### config.mk
export PLATFORM = sky130hd
export DESIGN_NAME = ard_datapath
export DESIGN_NICKNAME = d
export VERILOG_FILES = /design/src/hdl/ard_panel_sw.v /design/src/hdl/ard_datapath.v
export VERILOG_INCLUDE_DIRS = /design/src /design/src/hdl
export SDC_FILE = /design/constraint.sdc
export NUM_CORES = 1
export LEC_CHECK = 0
export BUFFER_PORTS_ARGS = -buffer_cell sky130_fd_sc_hd__buf_4
export CAP_MARGIN = 20
export CORE_ASPECT_RATIO = 0.7
export CORE_MARGIN = 1
export CORE_UTILIZATION = 48
export DETAILED_ROUTE_END_ITERATION = 8
export GPL_TIMING_DRIVEN = 0
export PLACE_DENSITY = 0.67
export SLEW_MARGIN = 20
export SYNTH_ARGS = -nofsm -noshare
export SYNTH_HDL_FRONTEND = slang
export SYNTH_HIERARCHICAL = 1
export SYNTH_SLANG_ARGS = --single-unit
### constraint.sdc
create_clock -name clk -period 2.38 [get_ports clk]
set_input_delay 0.476 -clock clk [delete_from_list [all_inputs] [get_ports clk]]
set_output_delay 0.476 -clock clk [all_outputs]
set_load 0.005 [all_outputs]
### src/hdl/ard_defs.vh
`ifndef ARD_DEFS_VH
`define ARD_DEFS_VH
// Datapath width
`define ARD_WIDTH       16
`define ARD_MSB         15
`define ARD_CHAN_W      6
// Operation codes presented by the sequencer
`define ARD_OP_W        4
`define ARD_OP_NOP      4'h0
`define ARD_OP_SUBROUTINE_ENTRY_OP        4'h1
`define ARD_OP_MERGE_INPUT_TO_FIRST_ACC   4'h2
`define ARD_OP_MERGE_INPUT_TO_SECOND_ACC  4'h3
`define ARD_OP_OUTPUT_FROM_FIRST_ACC      4'h4
`define ARD_OP_OUTPUT_FROM_SECOND_ACC     4'h5
`define ARD_OP_ROTATE_FIRST_ACC_LEFT      4'h6
`define ARD_OP_ROTATE_FIRST_ACC_RIGHT     4'h7
// Macro entry count supported by options
`define ARD_MACRO_ENTRIES 2048
// Reset values
`define ARD_ZERO        16'h0000
`define ARD_ONES        16'hFFFF
// Panel switch debounce samples
`define ARD_DEB_CNT     4
`endif

### src/hdl/ard_panel_sw.v
`timescale 1ns/1ps
`default_nettype none
// Synchronise a panel switch and emit a pulse on release after a stable press
module ard_panel_sw #(
  parameter CNT = 4
) (
  // Clock and reset
  input  wire clk,
  input  wire sysRst,
  // Raw switch and release pulse
  input  wire rawSw,
  output reg  released
);
  reg       syncA;
  reg       syncB;
  reg       pressed;
  reg [3:0] stable;

  // Two-stage synchroniser
  always @(posedge clk) begin
    if (sysRst) begin
      syncA <= 1'b0;
      syncB <= 1'b0;
    end else begin
      syncA <= rawSw;
      syncB <= syncA;
    end
  end

  // Press is recognised after CNT stable samples, pulse on release
  always @(posedge clk) begin
    if (sysRst) begin
      stable   <= 4'h0;
      pressed  <= 1'b0;
      released <= 1'b0;
    end else begin
      released <= 1'b0;
      if (syncB != pressed) begin
        if (stable == CNT[3:0] - 4'h1) begin
          stable  <= 4'h0;
          pressed <= syncB;
          released <= pressed & ~syncB;
        end else begin
          stable <= stable + 4'h1;
        end
      end else begin
        stable <= 4'h0;
      end
    end
  end
endmodule // ard_panel_sw
`default_nettype wire

### src/hdl/ard_datapath.v
// Behaviour
// - Macro entry opcode behaves as no-operation
// - Merge input ORs buffer into A
// - Merge input ORs buffer into B
// - No-operation changes no register state except ioChannel, which takes opChannel
// - Output copies A to buffer, A kept
// - Output copies B to buffer, B kept
// - Rotate A left, bit 15 into 0
// - Rotate A right, bit 0 into 15
// - Load A switch copies switches into A
// - Preset switch turns preset indicator off
// - Displays show bits 15..0, lit is one
// - Switches give word, up is one
// - Load B switch copies switches into B
// - Load address sets counter and address register
// - Load memory increments both, wrapping around
`timescale 1ns/1ps
`default_nettype none
`include "ard_defs.vh"
module ard_datapath #(
  parameter WIDTH  = `ARD_WIDTH,
  parameter CHAN_W = `ARD_CHAN_W,
  parameter DEB    = `ARD_DEB_CNT
) (
  // Clock and reset
  input  wire                  clk,
  input  wire                  sys_rst,
  // Instruction from sequencer, same clock
  input  wire                  execStrobe,
  input  wire [`ARD_OP_W-1:0]  opCode,
  input  wire [CHAN_W-1:0]     opChannel,
  // I/O card side
  input  wire [WIDTH-1:0]      ioBufferIn,     // Valid while ioReadStrobe is high
  output reg  [CHAN_W-1:0]     ioChannel,
  output reg                   ioReadStrobe,
  output reg                   ioWriteStrobe,
  output reg  [WIDTH-1:0]      ioDataOut,
  // Front panel pins
  input  wire [WIDTH-1:0]      switchReg,
  input  wire                  swLoadA,
  input  wire                  swLoadB,
  input  wire                  swLoadAddr,
  input  wire                  swLoadMem,
  input  wire                  swPreset,
  input  wire                  powerOnPreset,
  // Panel displays
  output reg  [WIDTH-1:0]      dispA,
  output reg  [WIDTH-1:0]      dispB,
  output reg  [WIDTH-1:0]      dispP,
  output reg  [WIDTH-1:0]      dispM,
  output reg                   presetLamp
);
  reg  [WIDTH-1:0] accA;
  reg  [WIDTH-1:0] accB;
  reg  [WIDTH-1:0] progCnt;
  reg  [WIDTH-1:0] memAddr;
  reg  [WIDTH-1:0] swSync1;
  reg  [WIDTH-1:0] swSync2;
  reg              porSync1;
  reg              porSync2;
  reg  [WIDTH-1:0] next_accA;
  reg  [WIDTH-1:0] next_accB;
  reg  [WIDTH-1:0] baseA;
  reg  [WIDTH-1:0] baseB;
  reg              readIntoB;
  wire [4:0]       panelRel;
  wire [4:0]       panelRaw;

  assign panelRaw = {swPreset, swLoadMem, swLoadAddr, swLoadB, swLoadA};

  // One synchroniser and release detector per panel switch
  genvar gi;
  generate
    for (gi = 0; gi < 5; gi = gi + 1) begin : gSw
      ard_panel_sw #(
        .CNT(DEB)
      ) uSw (
        .clk     (clk),
        .sysRst  (sys_rst),
        .rawSw   (panelRaw[gi]),
        .released(panelRel[gi])
      );
    end
  endgenerate

  // Switch register and power-on preset synchronisers
  always @(posedge clk) begin
    if (sys_rst) begin
      swSync1  <= `ARD_ZERO;
      swSync2  <= `ARD_ZERO;
      porSync1 <= 1'b0;
      porSync2 <= 1'b0;
    end else begin
      swSync1  <= switchReg;
      swSync2  <= swSync1;
      porSync1 <= powerOnPreset;
      porSync2 <= porSync1;
    end
  end

  // Merge the card word one cycle after input, once the card sees its code
  always @* begin
    baseA = accA;
    baseB = accB;
    if (ioReadStrobe) begin
      if (readIntoB) begin
        baseB = accB | ioBufferIn;
      end else begin
        baseA = accA | ioBufferIn;
      end
    end
  end

  // Next accumulator values for each instruction
  always @* begin
    next_accA = baseA;
    next_accB = baseB;
    if (execStrobe) begin
      case (opCode)
        `ARD_OP_ROTATE_FIRST_ACC_LEFT:  next_accA = {baseA[WIDTH-2:0], baseA[WIDTH-1]};
        `ARD_OP_ROTATE_FIRST_ACC_RIGHT: next_accA = {baseA[0], baseA[WIDTH-1:1]};
        // No-operation, macro entry and outputs keep A and B, inputs merge next cycle
        default: begin
          next_accA = baseA;
          next_accB = baseB;
        end
      endcase
    end
  end

  // Accumulators written at execute end, panel loads win over execute
  always @(posedge clk) begin
    if (sys_rst) begin
      accA <= `ARD_ZERO;
      accB <= `ARD_ZERO;
    end else begin
      accA <= next_accA;
      accB <= next_accB;
      if (panelRel[0]) begin
        accA <= swSync2;
      end
      if (panelRel[1]) begin
        accB <= swSync2;
      end
    end
  end

  // Program counter and memory address from panel
  always @(posedge clk) begin
    if (sys_rst) begin
      progCnt <= `ARD_ZERO;
      memAddr <= `ARD_ZERO;
    end else if (panelRel[2]) begin
      progCnt <= swSync2;
      memAddr <= swSync2;
    end else if (panelRel[3]) begin
      progCnt <= progCnt + 16'h0001;
      memAddr <= memAddr + 16'h0001;
    end
  end

  // I/O transfer strobes toward the addressed card
  always @(posedge clk) begin
    if (sys_rst) begin
      ioChannel     <= {CHAN_W{1'b0}};
      ioReadStrobe  <= 1'b0;
      ioWriteStrobe <= 1'b0;
      ioDataOut     <= `ARD_ZERO;
      readIntoB     <= 1'b0;
    end else begin
      ioReadStrobe  <= 1'b0;
      ioWriteStrobe <= 1'b0;
      if (execStrobe) begin
        ioChannel <= opChannel;
        case (opCode)
          `ARD_OP_MERGE_INPUT_TO_FIRST_ACC: begin
            ioReadStrobe <= 1'b1;
            readIntoB    <= 1'b0;
          end
          `ARD_OP_MERGE_INPUT_TO_SECOND_ACC: begin
            ioReadStrobe <= 1'b1;
            readIntoB    <= 1'b1;
          end
          `ARD_OP_OUTPUT_FROM_FIRST_ACC: begin
            ioWriteStrobe <= 1'b1;
            ioDataOut     <= baseA;
          end
          `ARD_OP_OUTPUT_FROM_SECOND_ACC: begin
            ioWriteStrobe <= 1'b1;
            ioDataOut     <= baseB;
          end
          default: ioReadStrobe <= 1'b0;
        endcase
      end
    end
  end

  // Preset lamp set by power-on, cleared by preset release
  always @(posedge clk) begin
    if (sys_rst) begin
      presetLamp <= 1'b1;
    end else if (porSync2) begin
      presetLamp <= 1'b1;
    end else if (panelRel[4]) begin
      presetLamp <= 1'b0;
    end
  end

  // Displays, lit bit is logic one, bit 15 leftmost
  always @(posedge clk) begin
    if (sys_rst) begin
      dispA <= `ARD_ZERO;
      dispB <= `ARD_ZERO;
      dispP <= `ARD_ZERO;
      dispM <= `ARD_ZERO;
    end else begin
      dispA <= accA;
      dispB <= accB;
      dispP <= progCnt;
      dispM <= memAddr;
    end
  end
endmodule // ard_datapath
`default_nettype wire

### Yosys cells after proc, flatten, opt, wreduce, memory -nomap -nowiden

Index checks and enable logic that the tools add are counted.

| operators by class | value |
|---|---|
| add/subtract/negate cells | 7 |
| equality and inequality tests | 16 |
| mux-type cells | 16 |
| bitwise operators | 23 |
| reduce and logical (&&, ||, !) cells | 24 |

Operator list:

| operator | count |
|---|---|
| 16-bit 2-to-1 mux | 11 |
| 16-bit case mux with 2 select lines | 2 |
| 16-bit by 1-bit adder with 16-bit output (second input constant) | 2 |
| 16-bit OR | 2 |
| 3-bit OR reduction | 10 |
| 4-bit by 2-bit equality test with 1-bit output (second input constant) | 7 |
| 4-bit by 1-bit adder with 4-bit output (second input constant) | 5 |
| 4-bit by 3-bit equality test with 1-bit output (second input constant) | 4 |
| 1-bit inverter | 16 |
| 2-bit AND reduction | 7 |
| 2-bit OR reduction | 4 |
| 2-bit nonzero test | 3 |
| 1-bit AND | 5 |
| 1-bit inequality test | 5 |
| 1-bit 2-to-1 mux | 2 |
| 1-bit case mux with 2 select lines | 1 |

| word-level totals | value |
|---|---|
| register bits after elaboration | 228 |
| input port bits | 51 |
| output and inout bits | 89 |
| word-level logic and storage cells | 129 |

### Logic depth before layout (Yosys ltp)

Gate-level depths: netlist of run 1.

| logic depth | value |
|---|---|
| depth after elaboration | 6 |
| mapped depth | 7 |
| depth with buffers taken out | 5 |

### By module

Netlist of run 1, hierarchy kept.

By module, submodules not included:

| module | times used | cells an instance | area an instance (um2) | seq. area each (um2) |
|---|---|---|---|---|
| ard_datapath | 1 | 662 | 6806.5 | 3763.6 |
| ard_panel_sw | 5 | 27 | 294.0 | 160.2 |

### Least setup slack after synthesis of run 1

Ideal clock, no wire load.

| timing | value |
|---|---|
| kind | in2reg |
| start point | in execStrobe |
| end point | reg accA[0] |
| library setup time | 115 ps |
| arrival time | 1544 ps |
| data required time | 2265 ps |
| slack | 721 ps |
| stages on the path | 6 |
| path buffers | 3 |
| cell sequence | buf_4 > nand4b_1 > or2_2 > clkbuf_1 > clkbuf_1 > o21a_1 |

| on the way | value |
|---|---|
| word-level cells in the longest chain between the ends | 2 |

RTL lines:

| element | line | text |
|---|---|---|
| start, declared | ard_datapath.v:29 | `input wire execStrobe,` |
| 16-bit 2-to-1 mux | ard_datapath.v:118 | `if (execStrobe) begin` |
| 16-bit 2-to-1 mux | ard_datapath.v:139 | `if (panelRel[0]) begin` |
| end signal, assigned | ard_datapath.v:134 | `` accA <= `ARD_ZERO; `` |
| end signal, assigned | ard_datapath.v:137 | `accA <= next_accA;` |
| end signal, assigned | ard_datapath.v:140 | `accA <= swSync2;` |
| end, declared | ard_datapath.v:53 | `reg [WIDTH-1:0] accA;` |

Every way passes these cells.
A chain may end at the register's enable or synchronous reset.

### Worst setup path after layout of run 1

| timing | value |
|---|---|
| start point | in sys_rst |
| end point | reg accB[7] |

RTL lines:

| element | line | text |
|---|---|---|
| start, declared | ard_datapath.v:27 | `input wire sys_rst,` |
| end signal, assigned | ard_datapath.v:135 | `` accB <= `ARD_ZERO; `` |
| end signal, assigned | ard_datapath.v:138 | `accB <= next_accB;` |
| end signal, assigned | ard_datapath.v:143 | `accB <= swSync2;` |
| end, declared | ard_datapath.v:54 | `reg [WIDTH-1:0] accB;` |

No word-level cell between the ends.

==> out/metrics.csv, run 1 <==
metric;value;unit
number of DRC violations after detailed-routing iteration 0;567;
final count of hold timing violations;0;
HPWL after detailed placement;14500;µm
drt first pass iters;5;
capturing element type of the critical path;register;
RSZ-0062 raised after global routing;no;
share of the yosys chip area belonging to registers;0.551;
Hold Path End;swSync1[15]$_SDFF_PP0_;
final antenna-violating net count;0;
CTS Root Buffer Type;sky130_fd_sc_hd__clkbuf_16;
Max rail drop VDD;544;µV
outcome;completed;
final setup fails;0;
wire length of the first global-routing pass;31000;µm
average detailed-routed wire length per instance;16.7;µm
worst hold margin;191;ps
Final Non-Filler Cells;1199;
number of max-slew violations in the final report;0;
Final Wtd Congestion;0.889;
power density of the placed cells;750;nW/µm²
count of pins on the block boundary;140;
count of H-tree levels built during CTS;1;
data arrival time of the critical path;2440;ps
slew at the pin with the worst max-slew slack;930;ps
Die Y-Extent;112;µm
Core Util, Final;0.622;
Remaining Overflow, GRT;0;
Post-Syn Area;8280;µm²
number of cells on the worst reg-to-reg path;5;
met3 wire len;1710;µm
FMAX;479;MHz
Worst R2R Start;gSw[0].uSw/released$_SDFF_PP0_;
antenna violations before repair;0;
number of placed cells counting well taps;1159;
classification of the worst-slack hold path;in -> reg;
Most used DFF post-synth;sky130_fd_sc_hd__dfxtp_1;
area of the die;17800;µm²
pin count of the biggest net entering global routing;30;
starting density of the core;0.499;
CTS clk-pin slew, worst paths;60;ps
most common cell after layout, fill and taps aside;sky130_fd_sc_hd__dfxtp_1;
worst hold stages;2;
Yosys warning count;6;
number of synthesized register bits;228;
floorplan core area;16600;µm²
# fillers;1438;
static leakage;4.17;nW
count of different cell masters after synthesis;47;
most frequent cells in the layout;sky130_fd_sc_hd__dfxtp_1 (228), sky130_fd_sc_hd__buf_4 (139), sky130_fd_sc_hd__nor2b_1 (109), sky130_fd_sc_hd__a21oi_1 (62), sky130_fd_sc_hd__nor2_1 (57);
pre-CTS setup slack;-115;ps
uppermost signal routing layer after detailed routing;met4;
number of hold buffers added after cts;0;
met1 wire length;10200;µm
maximum fanout along the worst path;29;
min cycle time layout;2090;ps
post-synth net total;860;
number of CTS-inserted buffers;22;
Max Clock Skew;15.9;ps
number of sinks on the clock net;228;
Gates resized, CTS repair;0;
vias post-DR;6228;
share of post-route cells with drive strength above 1;0.218;
startpoint-to-endpoint class of the critical path;in -> reg;
fraction of synthesis flops using an asynchronous set or reset pin;0;
Bufs on Longest Clock Path;3;
Register-to-Register Setup Slack;450;ps
antenna diode count;0;
post-detailed-routing wire length;20000;µm
routed length on met2;7800;µm
clock tree from TritonCTS;yes;
count of standard-cell rows;39;
insertion delay to the later sink of the worst-skew pair;500;ps
DRC violation count after routing;0;
DR vias/cell;5.19;
start point of the worst hold path;switchReg[15];
number of buffers inserted by port buffering;137;
Final period util;0.877;
number of enable-type register cells in the synthesized netlist;0;
crit path setup slack, layout;293;ps
average instance area after synthesis;10.4;µm²
Max Cap Viol;0;
global-route usage over all layers;0.222;
Critical Path Source Type;input port;
RR Endpoint;accA[11]$_SDFF_PP0_;
tightest slew margin relative to the limit;0.377;
count of mapped cells out of synthesis;797;
nets;1021;
area grow syn2layout;24.6;%
post-CTS setup repair buffer count;0;
vias in the first global route;5565;
critical path data required time;2740;ps
Chip Width;159;µm
[synth_stat cells, drive strengths merged, types with 10 or more instances]
master / number / share of area
dfxtp: 228 / 0.55
nor2b: 109 / 0.082
a21oi: 62 / 0.037
nor2: 57 / 0.026
clkbuf: 34 / 0.015
inv: 30 / 0.014
mux2i: 23 / 0.028
xor2: 22 / 0.023
a21boi: 20 / 0.018
o21a: 17 / 0.015
a221oi: 16 / 0.017
a22o: 16 / 0.017
mux2: 16 / 0.022
nand3: 15 / 0.011
buf: 13 / 0.0077
ha: 12 / 0.018
a22oi: 10 / 0.0091
nand4: 10 / 0.0076
xnor2: 10 / 0.011
[kinds of logic (layout without fill, tap and decap cells)]
| group | after synthesis | after routing | synth area share |
|---|---|---|---|
| muxes | 39 | 39 | 0.0496 |
| xor gates and xnor gates | 32 | 32 | 0.0339 |
| adders and majority gates | 12 | 12 | 0.0181 |
| buffers and inverters | 77 | 254 | 0.0367 |
| DFF | 228 | 228 | 0.551 |
| and+or+nand+nor | 238 | 238 | 0.170 |
| AOI/OAI and AO/OA | 171 | 171 | 0.140 |
[power by group]
| part | leakage (nW) | switching, mW | internal, mW |
|---|---|---|---|
| clock network | 0.359 | 1.44 | 2.01 |
| logic | 1.96 | 0.214 | 0.162 |
| registers | 1.85 | 0.0278 | 3.88 |
[routing by layer]
metal	vias to the layer above	track usage
li1	3069	-
met1	2875	0.355
met5	-	0
met4	0	0.0462
met3	28	0.0529
met2	256	0.294
[sequential cells by signal, summed over array words and instances, names as in the netlist, 6 cells and up]
register	count
gSw.uSw/stable	20
accA	16
accB	16
dispA	16
dispB	16
dispM	16
dispP	16
ioDataOut	16
memAddr	16
progCnt	16
swSync1	16
swSync2	16
ioChannel	6
[critical path: stages]
cell	delay, ps
sky130_fd_sc_hd__buf_4	280
sky130_fd_sc_hd__clkbuf_1	480
sky130_fd_sc_hd__buf_1	430
sky130_fd_sc_hd__buf_1	630
sky130_fd_sc_hd__nor2_1	120
[per-stage QoR]
step | total power [mW] | setup TNS, ps | cell area [µm²]
after detailed placement | 4.36 | -1810 | 9590
after floorplan | 4.17 | 0 | 8280
after global routing | 8.00 | 0 | 10300
after global placement | 4.36 | -1850 | 9590
after CTS | 7.79 | 0 | 10300
final | 7.73 | 0 | 10300
[area by class of cell]
class	instances	area (µm²)	share of cell area
buffer	47	191	0.0186
multi-input combinational	492	3410	0.331
clock inverter	9	80.1	0.00777
clock buffer	31	646	0.0626
timing repair buffer	137	1030	0.0997
sequential	228	4560	0.443
inverter	30	113	0.0109
tap	225	282	0.0273
[worst max-delay path by stage]
stage / start / to / cells after the start
after floorplan: execStrobe / accA[0]$_SDFF_PP0_ / 6
after global placement: sys_rst / accB[6]$_SDFF_PP0_ / 5
after detailed placement: sys_rst / accB[7]$_SDFF_PP0_ / 5
after CTS: sys_rst / accB[14]$_SDFF_PP0_ / 5
after global routing: sys_rst / accB[14]$_SDFF_PP0_ / 5
final: sys_rst / accB[7]$_SDFF_PP0_ / 5
Note: power is estimated with default switching activity, not from simulation.
==> run 2, diff against run 1 <==
GPL_TIMING_DRIVEN = 1   (was 0)
==> run 2 against run 1 <==
  * Total power fell by 0.24%
  * Fmax rose by 18%
  * Worst hold slack got worse by 2.1 ps
  * Clock-buffer cell count fell by 1
  * Die area did not move
  * Register-to-register slack improved by 160 ps
  * First-iteration DRC count fell by 16%
  * Via count fell by 1.9%
  * Sequential share of layout area rose by 0.44 points
  * Global-route usage fell by 1.1 points
  * Final cell count fell by 3.2%
  * Clock skew barely moved
  * Critical path type is now reg -> reg
==> out/metrics.csv, run 2 (synthesis gave the netlist of run 1 again) <==
metric;value;unit
antenna diode count;0;
start point of the worst hold path;switchReg[4];
CTS clk-pin slew, worst paths;60;ps
most common cell after layout, fill and taps aside;sky130_fd_sc_hd__dfxtp_1;
share of power burned in combinational logic;0.046;
Worst R2R Start;gSw[3].uSw/released$_SDFF_PP0_;
post-CTS setup repair buffer count;0;
final count of hold timing violations;0;
critical path data required time;2770;ps
antenna violations before repair;0;
insertion delay to the later sink of the worst-skew pair;500;ps
floorplan core area;16600;µm²
area grow syn2layout;23.4;%
worst hold margin;188;ps
min cycle time layout;1770;ps
Max Clock Skew;16.2;ps
RSZ-0062 raised after global routing;no;
number of placed cells counting well taps;1123;
Max Cap Viol;0;
count of standard-cell rows;39;
capturing element type of the critical path;register;
most frequent cells in the layout;sky130_fd_sc_hd__dfxtp_1 (228), sky130_fd_sc_hd__buf_4 (147), sky130_fd_sc_hd__nor2b_1 (108), sky130_fd_sc_hd__a21oi_1 (62), sky130_fd_sc_hd__nor2_1 (57);
Final period util;0.744;
slew at the pin with the worst max-slew slack;862;ps
Final Wtd Congestion;0.855;
number of DRC violations after detailed-routing iteration 0;474;
CP Cell Sequence;and4_1, nand3_1, o31a_1, o31a_1;
Final TNS setup;0;ps
DR vias/cell;5.26;
Largest stage delay, worst path;570;ps
fraction of power consumed by sequential logic;0.507;
FMAX;565;MHz
classification of the worst-slack hold path;in -> reg;
count of H-tree levels built during CTS;1;
pin count of the biggest net entering global routing;65;
area of the die;17800;µm²
vias in the first global route;5837;
vias post-DR;6111;
Slowest cell on crit path;sky130_fd_sc_hd__dfxtp_1;
Gates resized, CTS repair;0;
final setup fails;0;
number of CTS-inserted buffers;21;
flip-flop count of the largest register, all copies and words added;20;
DRC violation count after routing;0;
power density of the placed cells;756;nW/µm²
Remaining Overflow, GRT;0;
share of post-route cells with drive strength above 1;0.230;
tightest slew margin relative to the limit;0.425;
wire length of the first global-routing pass;30300;µm
Most Frequent Cell on Critical Path;sky130_fd_sc_hd__o31a_1;
number of buffers inserted by port buffering;139;
origin of the worst setup path;gSw[3].uSw/released$_SDFF_PP0_;
HPWL after detailed placement;13800;µm
net switching power;1.64;mW
proportion of power drawn by the clock network;0.447;
Max rail drop VDD;376;µV
number of sinks on the clock net;228;
Net Sw Frac;0.212;
maximum fanout along the worst path;8;
static leakage;4.14;nW
# fillers;1395;
starting density of the core;0.499;
number of hold buffers added after cts;0;
average detailed-routed wire length per instance;16.6;µm
startpoint-to-endpoint class of the critical path;reg -> reg;
count of pins on the block boundary;140;
Critical Path Source Type;register;
top register by number of flip-flops;gSw.uSw/stable;
Final Non-Filler Cells;1161;
CTS Root Buffer Type;sky130_fd_sc_hd__clkbuf_16;
post-detailed-routing wire length;19200;µm
global-route usage over all layers;0.211;
internal portion of total power;6.08;mW
final antenna-violating net count;0;
nets;984;
drt first pass iters;7;
number of max-slew violations in the final report;0;
outcome;completed;
data arrival time of the critical path;2160;ps
Die Y-Extent;112;µm
Chip Width;159;µm
Bufs on Longest Clock Path;3;
clock tree from TritonCTS;yes;
-- run 2: cell count changes in the layout (fill, tap and decap cells not counted), moves of 2 or more --
cell and delta:
sky130_fd_sc_hd__clkinv_2 -2, sky130_fd_sc_hd__clkbuf_16 -2, sky130_fd_sc_hd__clkbuf_8 +2, sky130_fd_sc_hd__buf_2 -6, sky130_fd_sc_hd__clkbuf_1 -35, sky130_fd_sc_hd__buf_4 +8, sky130_fd_sc_hd__buf_1 -5, sky130_fd_sc_hd__clkinv_4 -2
-- run 2: routing by layer --
layer | vias up | track usage | part of all wire | wire, µm
met1 | 2897 | 0.313 | 0.49 | 9370
li1 | 2981 | - | - | -
met4 | 0 | 0.0545 | 0.017 | 335
met5 | - | 0 | 0 | 0
met2 | 206 | 0.310 | 0.42 | 8150
met3 | 27 | 0.0451 | 0.071 | 1370
-- run 2: path summary, 6_finish.rpt --
| path | end | slack [ps] | cells after the start |
|---|---|---|---|
| setup / recovery | progCnt[15]$_SDFFE_PP0P_ | 610 | 4 |
| hold / removal | swSync1[4]$_SDFF_PP0_ | 190 | 2 |
| setup reg to reg | progCnt[15]$_SDFFE_PP0P_ | 610 | 4 |
| hold reg to reg | swSync2[1]$_SDFF_PP0_ | 440 | 1 |
-- run 2: critical path: cells and delay by family (launching register included) --
kind             cells  cell delay, ps
AND/OR/NAND/NOR      2             600
AO/OA/AOI/OAI        2             500
flip-flops           1             570
-- run 2: power groups by stage --
stage,registers [mW],logic [mW],clock network [mW]
after floorplan,3.99,0.188,0
after global placement,3.99,0.347,0
after detailed placement,3.99,0.355,0
after CTS,3.91,0.356,3.51
after global routing,3.91,0.387,3.67
final,3.91,0.357,3.45
-- run 2: layout make-up --
class / count / area (µm²) / area share
multi-input combinational: 492 / 3410 / 0.334
tap: 225 / 282 / 0.0276
timing repair buffer: 148 / 1120 / 0.110
sequential: 228 / 4560 / 0.447
clock inverter: 8 / 98.8 / 0.00968
clock buffer: 30 / 619 / 0.0607
inverter: 30 / 113 / 0.0110
-- run 2: metrics by stage --
| stage | area (µm²) | util | total power, mW | setup WS [ps] |
|---|---|---|---|---|
| after detailed placement | 9490 | 0.572 | 4.35 | 159 |
| after CTS | 10200 | 0.615 | 7.78 | 647 |
| after global placement | 9490 | 0.572 | 4.34 | 236 |
| final | 10200 | 0.615 | 7.71 | 609 |
| after floorplan | 8280 | - | 4.17 | 721 |
| after global routing | 10200 | 0.615 | 7.96 | 541 |
==> run 3, diff against run 2 <==
ABC_AREA = 1   (was default)
PLACE_DENSITY = 0.69   (was 0.67)
clock period = 1.4 ns   (was 2.38 ns; I/O delays follow)
==> run 3 against run 2 <==
  * The run now ends with design-rule violations left
  * Wire length up 27%
  * Sequential share of layout area is 6.2 points lower
  * Clock power rose by 79%
  * Critical path type is now reg -> out
  * Core utilization grew 3.5 points
  * Worst setup slack got worse by 590 ps
  * Via count is 35% higher
  * Largest cell class unchanged
  * Critical endpoint is now ioReadStrobe
  * Design area up 16%
  * Non-clock buffer count increased by 80
  * Clock skew increased by 0.74 ps
  * Global-route usage is 3.9 points higher
  * Highest routed layer unchanged
  * Register-to-register slack got worse by 580 ps
  * Clock-buffer cell count increased by 2
==> out/metrics.csv, run 3 <==
metric;value;unit
wire length of the first global-routing pass;38400;µm
Bufs on Longest Clock Path;3;
leading cell types by count after synthesis;sky130_fd_sc_hd__dfxtp_1 (228), sky130_fd_sc_hd__inv_1 (204), sky130_fd_sc_hd__nand2_1 (203), sky130_fd_sc_hd__nor2_1 (184), sky130_fd_sc_hd__a21oi_1 (106);
maximum fanout along the worst path;4;
tightest slew margin relative to the limit;0.756;
number of enable-type register cells in the synthesized netlist;0;
Most used DFF post-synth;sky130_fd_sc_hd__dfxtp_1;
final setup fails;0;
clock tree from TritonCTS;yes;
final count of hold timing violations;0;
library cell with the highest instance count after synthesis;sky130_fd_sc_hd__dfxtp_1;
capturing element type of the critical path;output port;
count of different cell masters after synthesis;33;
most common cell after layout, fill and taps aside;sky130_fd_sc_hd__dfxtp_1;
insertion delay to the later sink of the worst-skew pair;500;ps
leading cell types by total area after synthesis;sky130_fd_sc_hd__dfxtp_1 (50%), sky130_fd_sc_hd__inv_1 (8.5%), sky130_fd_sc_hd__nand2_1 (8.4%);
starting density of the core;0.496;
DRC violation count after routing;12;
post-route cell area;11900;µm²
DR vias/cell;4.95;
pin count of the biggest net entering global routing;71;
Final period util;0.984;
violations in the final reports;design-rule violations;
fraction of synthesis flops using an asynchronous set or reset pin;0;
antenna violations before repair;0;
startpoint-to-endpoint class of the critical path;reg -> out;
multi-input logic area;3600;µm²
average detailed-routed wire length per instance;14.7;µm
post-synth net total;1273;
area grow syn2layout;31.2;%
number of max-slew violations in the final report;0;
drt first pass iters;7;
FMAX;726;MHz
RSZ-0062 raised after global routing;yes;
Remaining Overflow, GRT;0;
Max Cap Viol;0;
# fillers;1576;
share of the yosys chip area belonging to registers;0.504;
Final Non-Filler Cells;1663;
nets;1477;
share of post-route cells with drive strength above 1;0.217;
most frequent cells in the layout;sky130_fd_sc_hd__dfxtp_1 (220), sky130_fd_sc_hd__inv_1 (202), sky130_fd_sc_hd__buf_4 (198), sky130_fd_sc_hd__nand2_1 (196), sky130_fd_sc_hd__nor2_1 (177);
cell type contributing the most total cell area after synthesis;sky130_fd_sc_hd__dfxtp_1;
area occupied by registers;4580;µm²
classification of the worst-slack hold path;in -> reg;
average instance area after synthesis;7.49;µm²
post-placement cell area;10700;µm²
number of CTS-inserted buffers;22;
top register by number of flip-flops;gSw.uSw/stable;
count of standard-cell rows;41;
number of DRC violations after detailed-routing iteration 0;780;
number of sinks on the clock net;228;
vias post-DR;8225;
Die Y-Extent;117;µm
floorplan core area;18300;µm²
number of placed cells counting well taps;1601;
Post-Syn Area;9060;µm²
number of synthesized register bits;228;
Final Wtd Congestion;0.941;
critical path data required time;1120;ps
antenna diode count;0;
data arrival time of the critical path;1100;ps
HPWL after detailed placement;17800;µm
Critical Path Source Type;register;
final antenna-violating net count;0;
count of pins on the block boundary;140;
outcome;finished, violations left;
Register-to-Register Setup Slack;30;ps
Yosys warning count;6;
number of buffers inserted by port buffering;139;
Chip Width;166;µm
min cycle time layout;1380;ps
static leakage;5.28;nW
CTS clk-pin slew, worst paths;60;ps
Max Clock Skew;16.9;ps
Core Util, Final;0.651;
slew at the pin with the worst max-slew slack;365;ps
count of mapped cells out of synthesis;1210;
Max rail drop VDD;766;µV
area of the die;19400;µm²
post-detailed-routing wire length;24500;µm
count of H-tree levels built during CTS;1;
fraction of synthesized cell area taken by the top area cell type;0.504;
vias in the first global route;7177;
CTS Root Buffer Type;sky130_fd_sc_hd__clkbuf_16;
global-route usage over all layers;0.250;
flip-flop count of the largest register, all copies and words added;20;
power density of the placed cells;1140;nW/µm²
==> run 3: cell families (layout without fill, tap and decap cells) <==
logic type,count (synthesis),after routing,synth area share
XOR/XNOR,8,8,0.00774
buffers and inverters,257,474,0.116
adder cells (fa/ha/maj),12,12,0.0166
AND/OR/NAND/NOR,463,463,0.212
flip-flops,228,228,0.504
AO/OA/AOI/OAI,242,242,0.144
==> run 3: final cells by class <==
cell class | instances | share of cell area
clock inverter | 5 | 0.00906
clock buffer | 32 | 0.0547
inverter | 209 | 0.0663
multi-input combinational | 725 | 0.303
tap | 236 | 0.0249
timing repair buffer | 228 | 0.157
sequential | 228 | 0.385
==> run 3: metrics by stage <==
step	TNS [ps]	setup WS, ps	hold slack [ps]	power (mW)
CTS	0	9.27	0.320	13.6
finish	0	21.8	4.01	13.6
floorplan	0	155	350	7.09
detailed placement	-4.41	-4.41	392	7.45
global route	-75.3	-28.8	14.6	14.1
global placement	0	20.8	390	7.45
==> run 3: critical path, cell delays in order (launching register included) <==
cell and delay (ps):
sky130_fd_sc_hd__dfxtp_2 340, sky130_fd_sc_hd__buf_6 130, sky130_fd_sc_hd__buf_4 130
==> run 3: metal layers <==
| layer | global-route usage | routed length (µm) | vias up |
|---|---|---|---|
| li1 | - | - | 4197 |
| met1 | 0.389 | 12400 | 3712 |
| met2 | 0.351 | 9640 | 294 |
| met3 | 0.0572 | 2170 | 22 |
| met4 | 0.0430 | 247 | 0 |
| met5 | 0 | 0 | - |
==> run 3: final timing paths <==
check,end,startpoint,cells after the start
hold reg to reg,swSync2[6]$_SDFF_PP0_,swSync1[6]$_SDFF_PP0_,2
hold / removal,swSync1[15]$_SDFF_PP0_,switchReg[15],3
setup reg to reg,accA[8]$_SDFF_PP0_,ioReadStrobe$_SDFF_PP0_,9
setup / recovery,ioReadStrobe,ioReadStrobe$_SDFF_PP0_,2
==> run 3: what timing repair did <==
| action | 4_1_cts | 5_1_grt |
|---|---|---|
| hold buffers | 19 | 0 |
| buffers inserted | 2 | 5 |
| pin swaps | 0 | 7 |
| gates resized for setup | 2 | 53 |
| endpoints found under the setup margin | 1 | 31 |
| endpoints found under the hold margin | 19 | 0 |
==> run 3: where the power goes <==
| part | switching [mW] | total (mW) | internal, mW |
|---|---|---|---|
| Sequential | 0.0626 | 6.65 | 6.59 |
| Combinational | 0.391 | 0.724 | 0.333 |
| Clock | 2.42 | 6.18 | 3.77 |
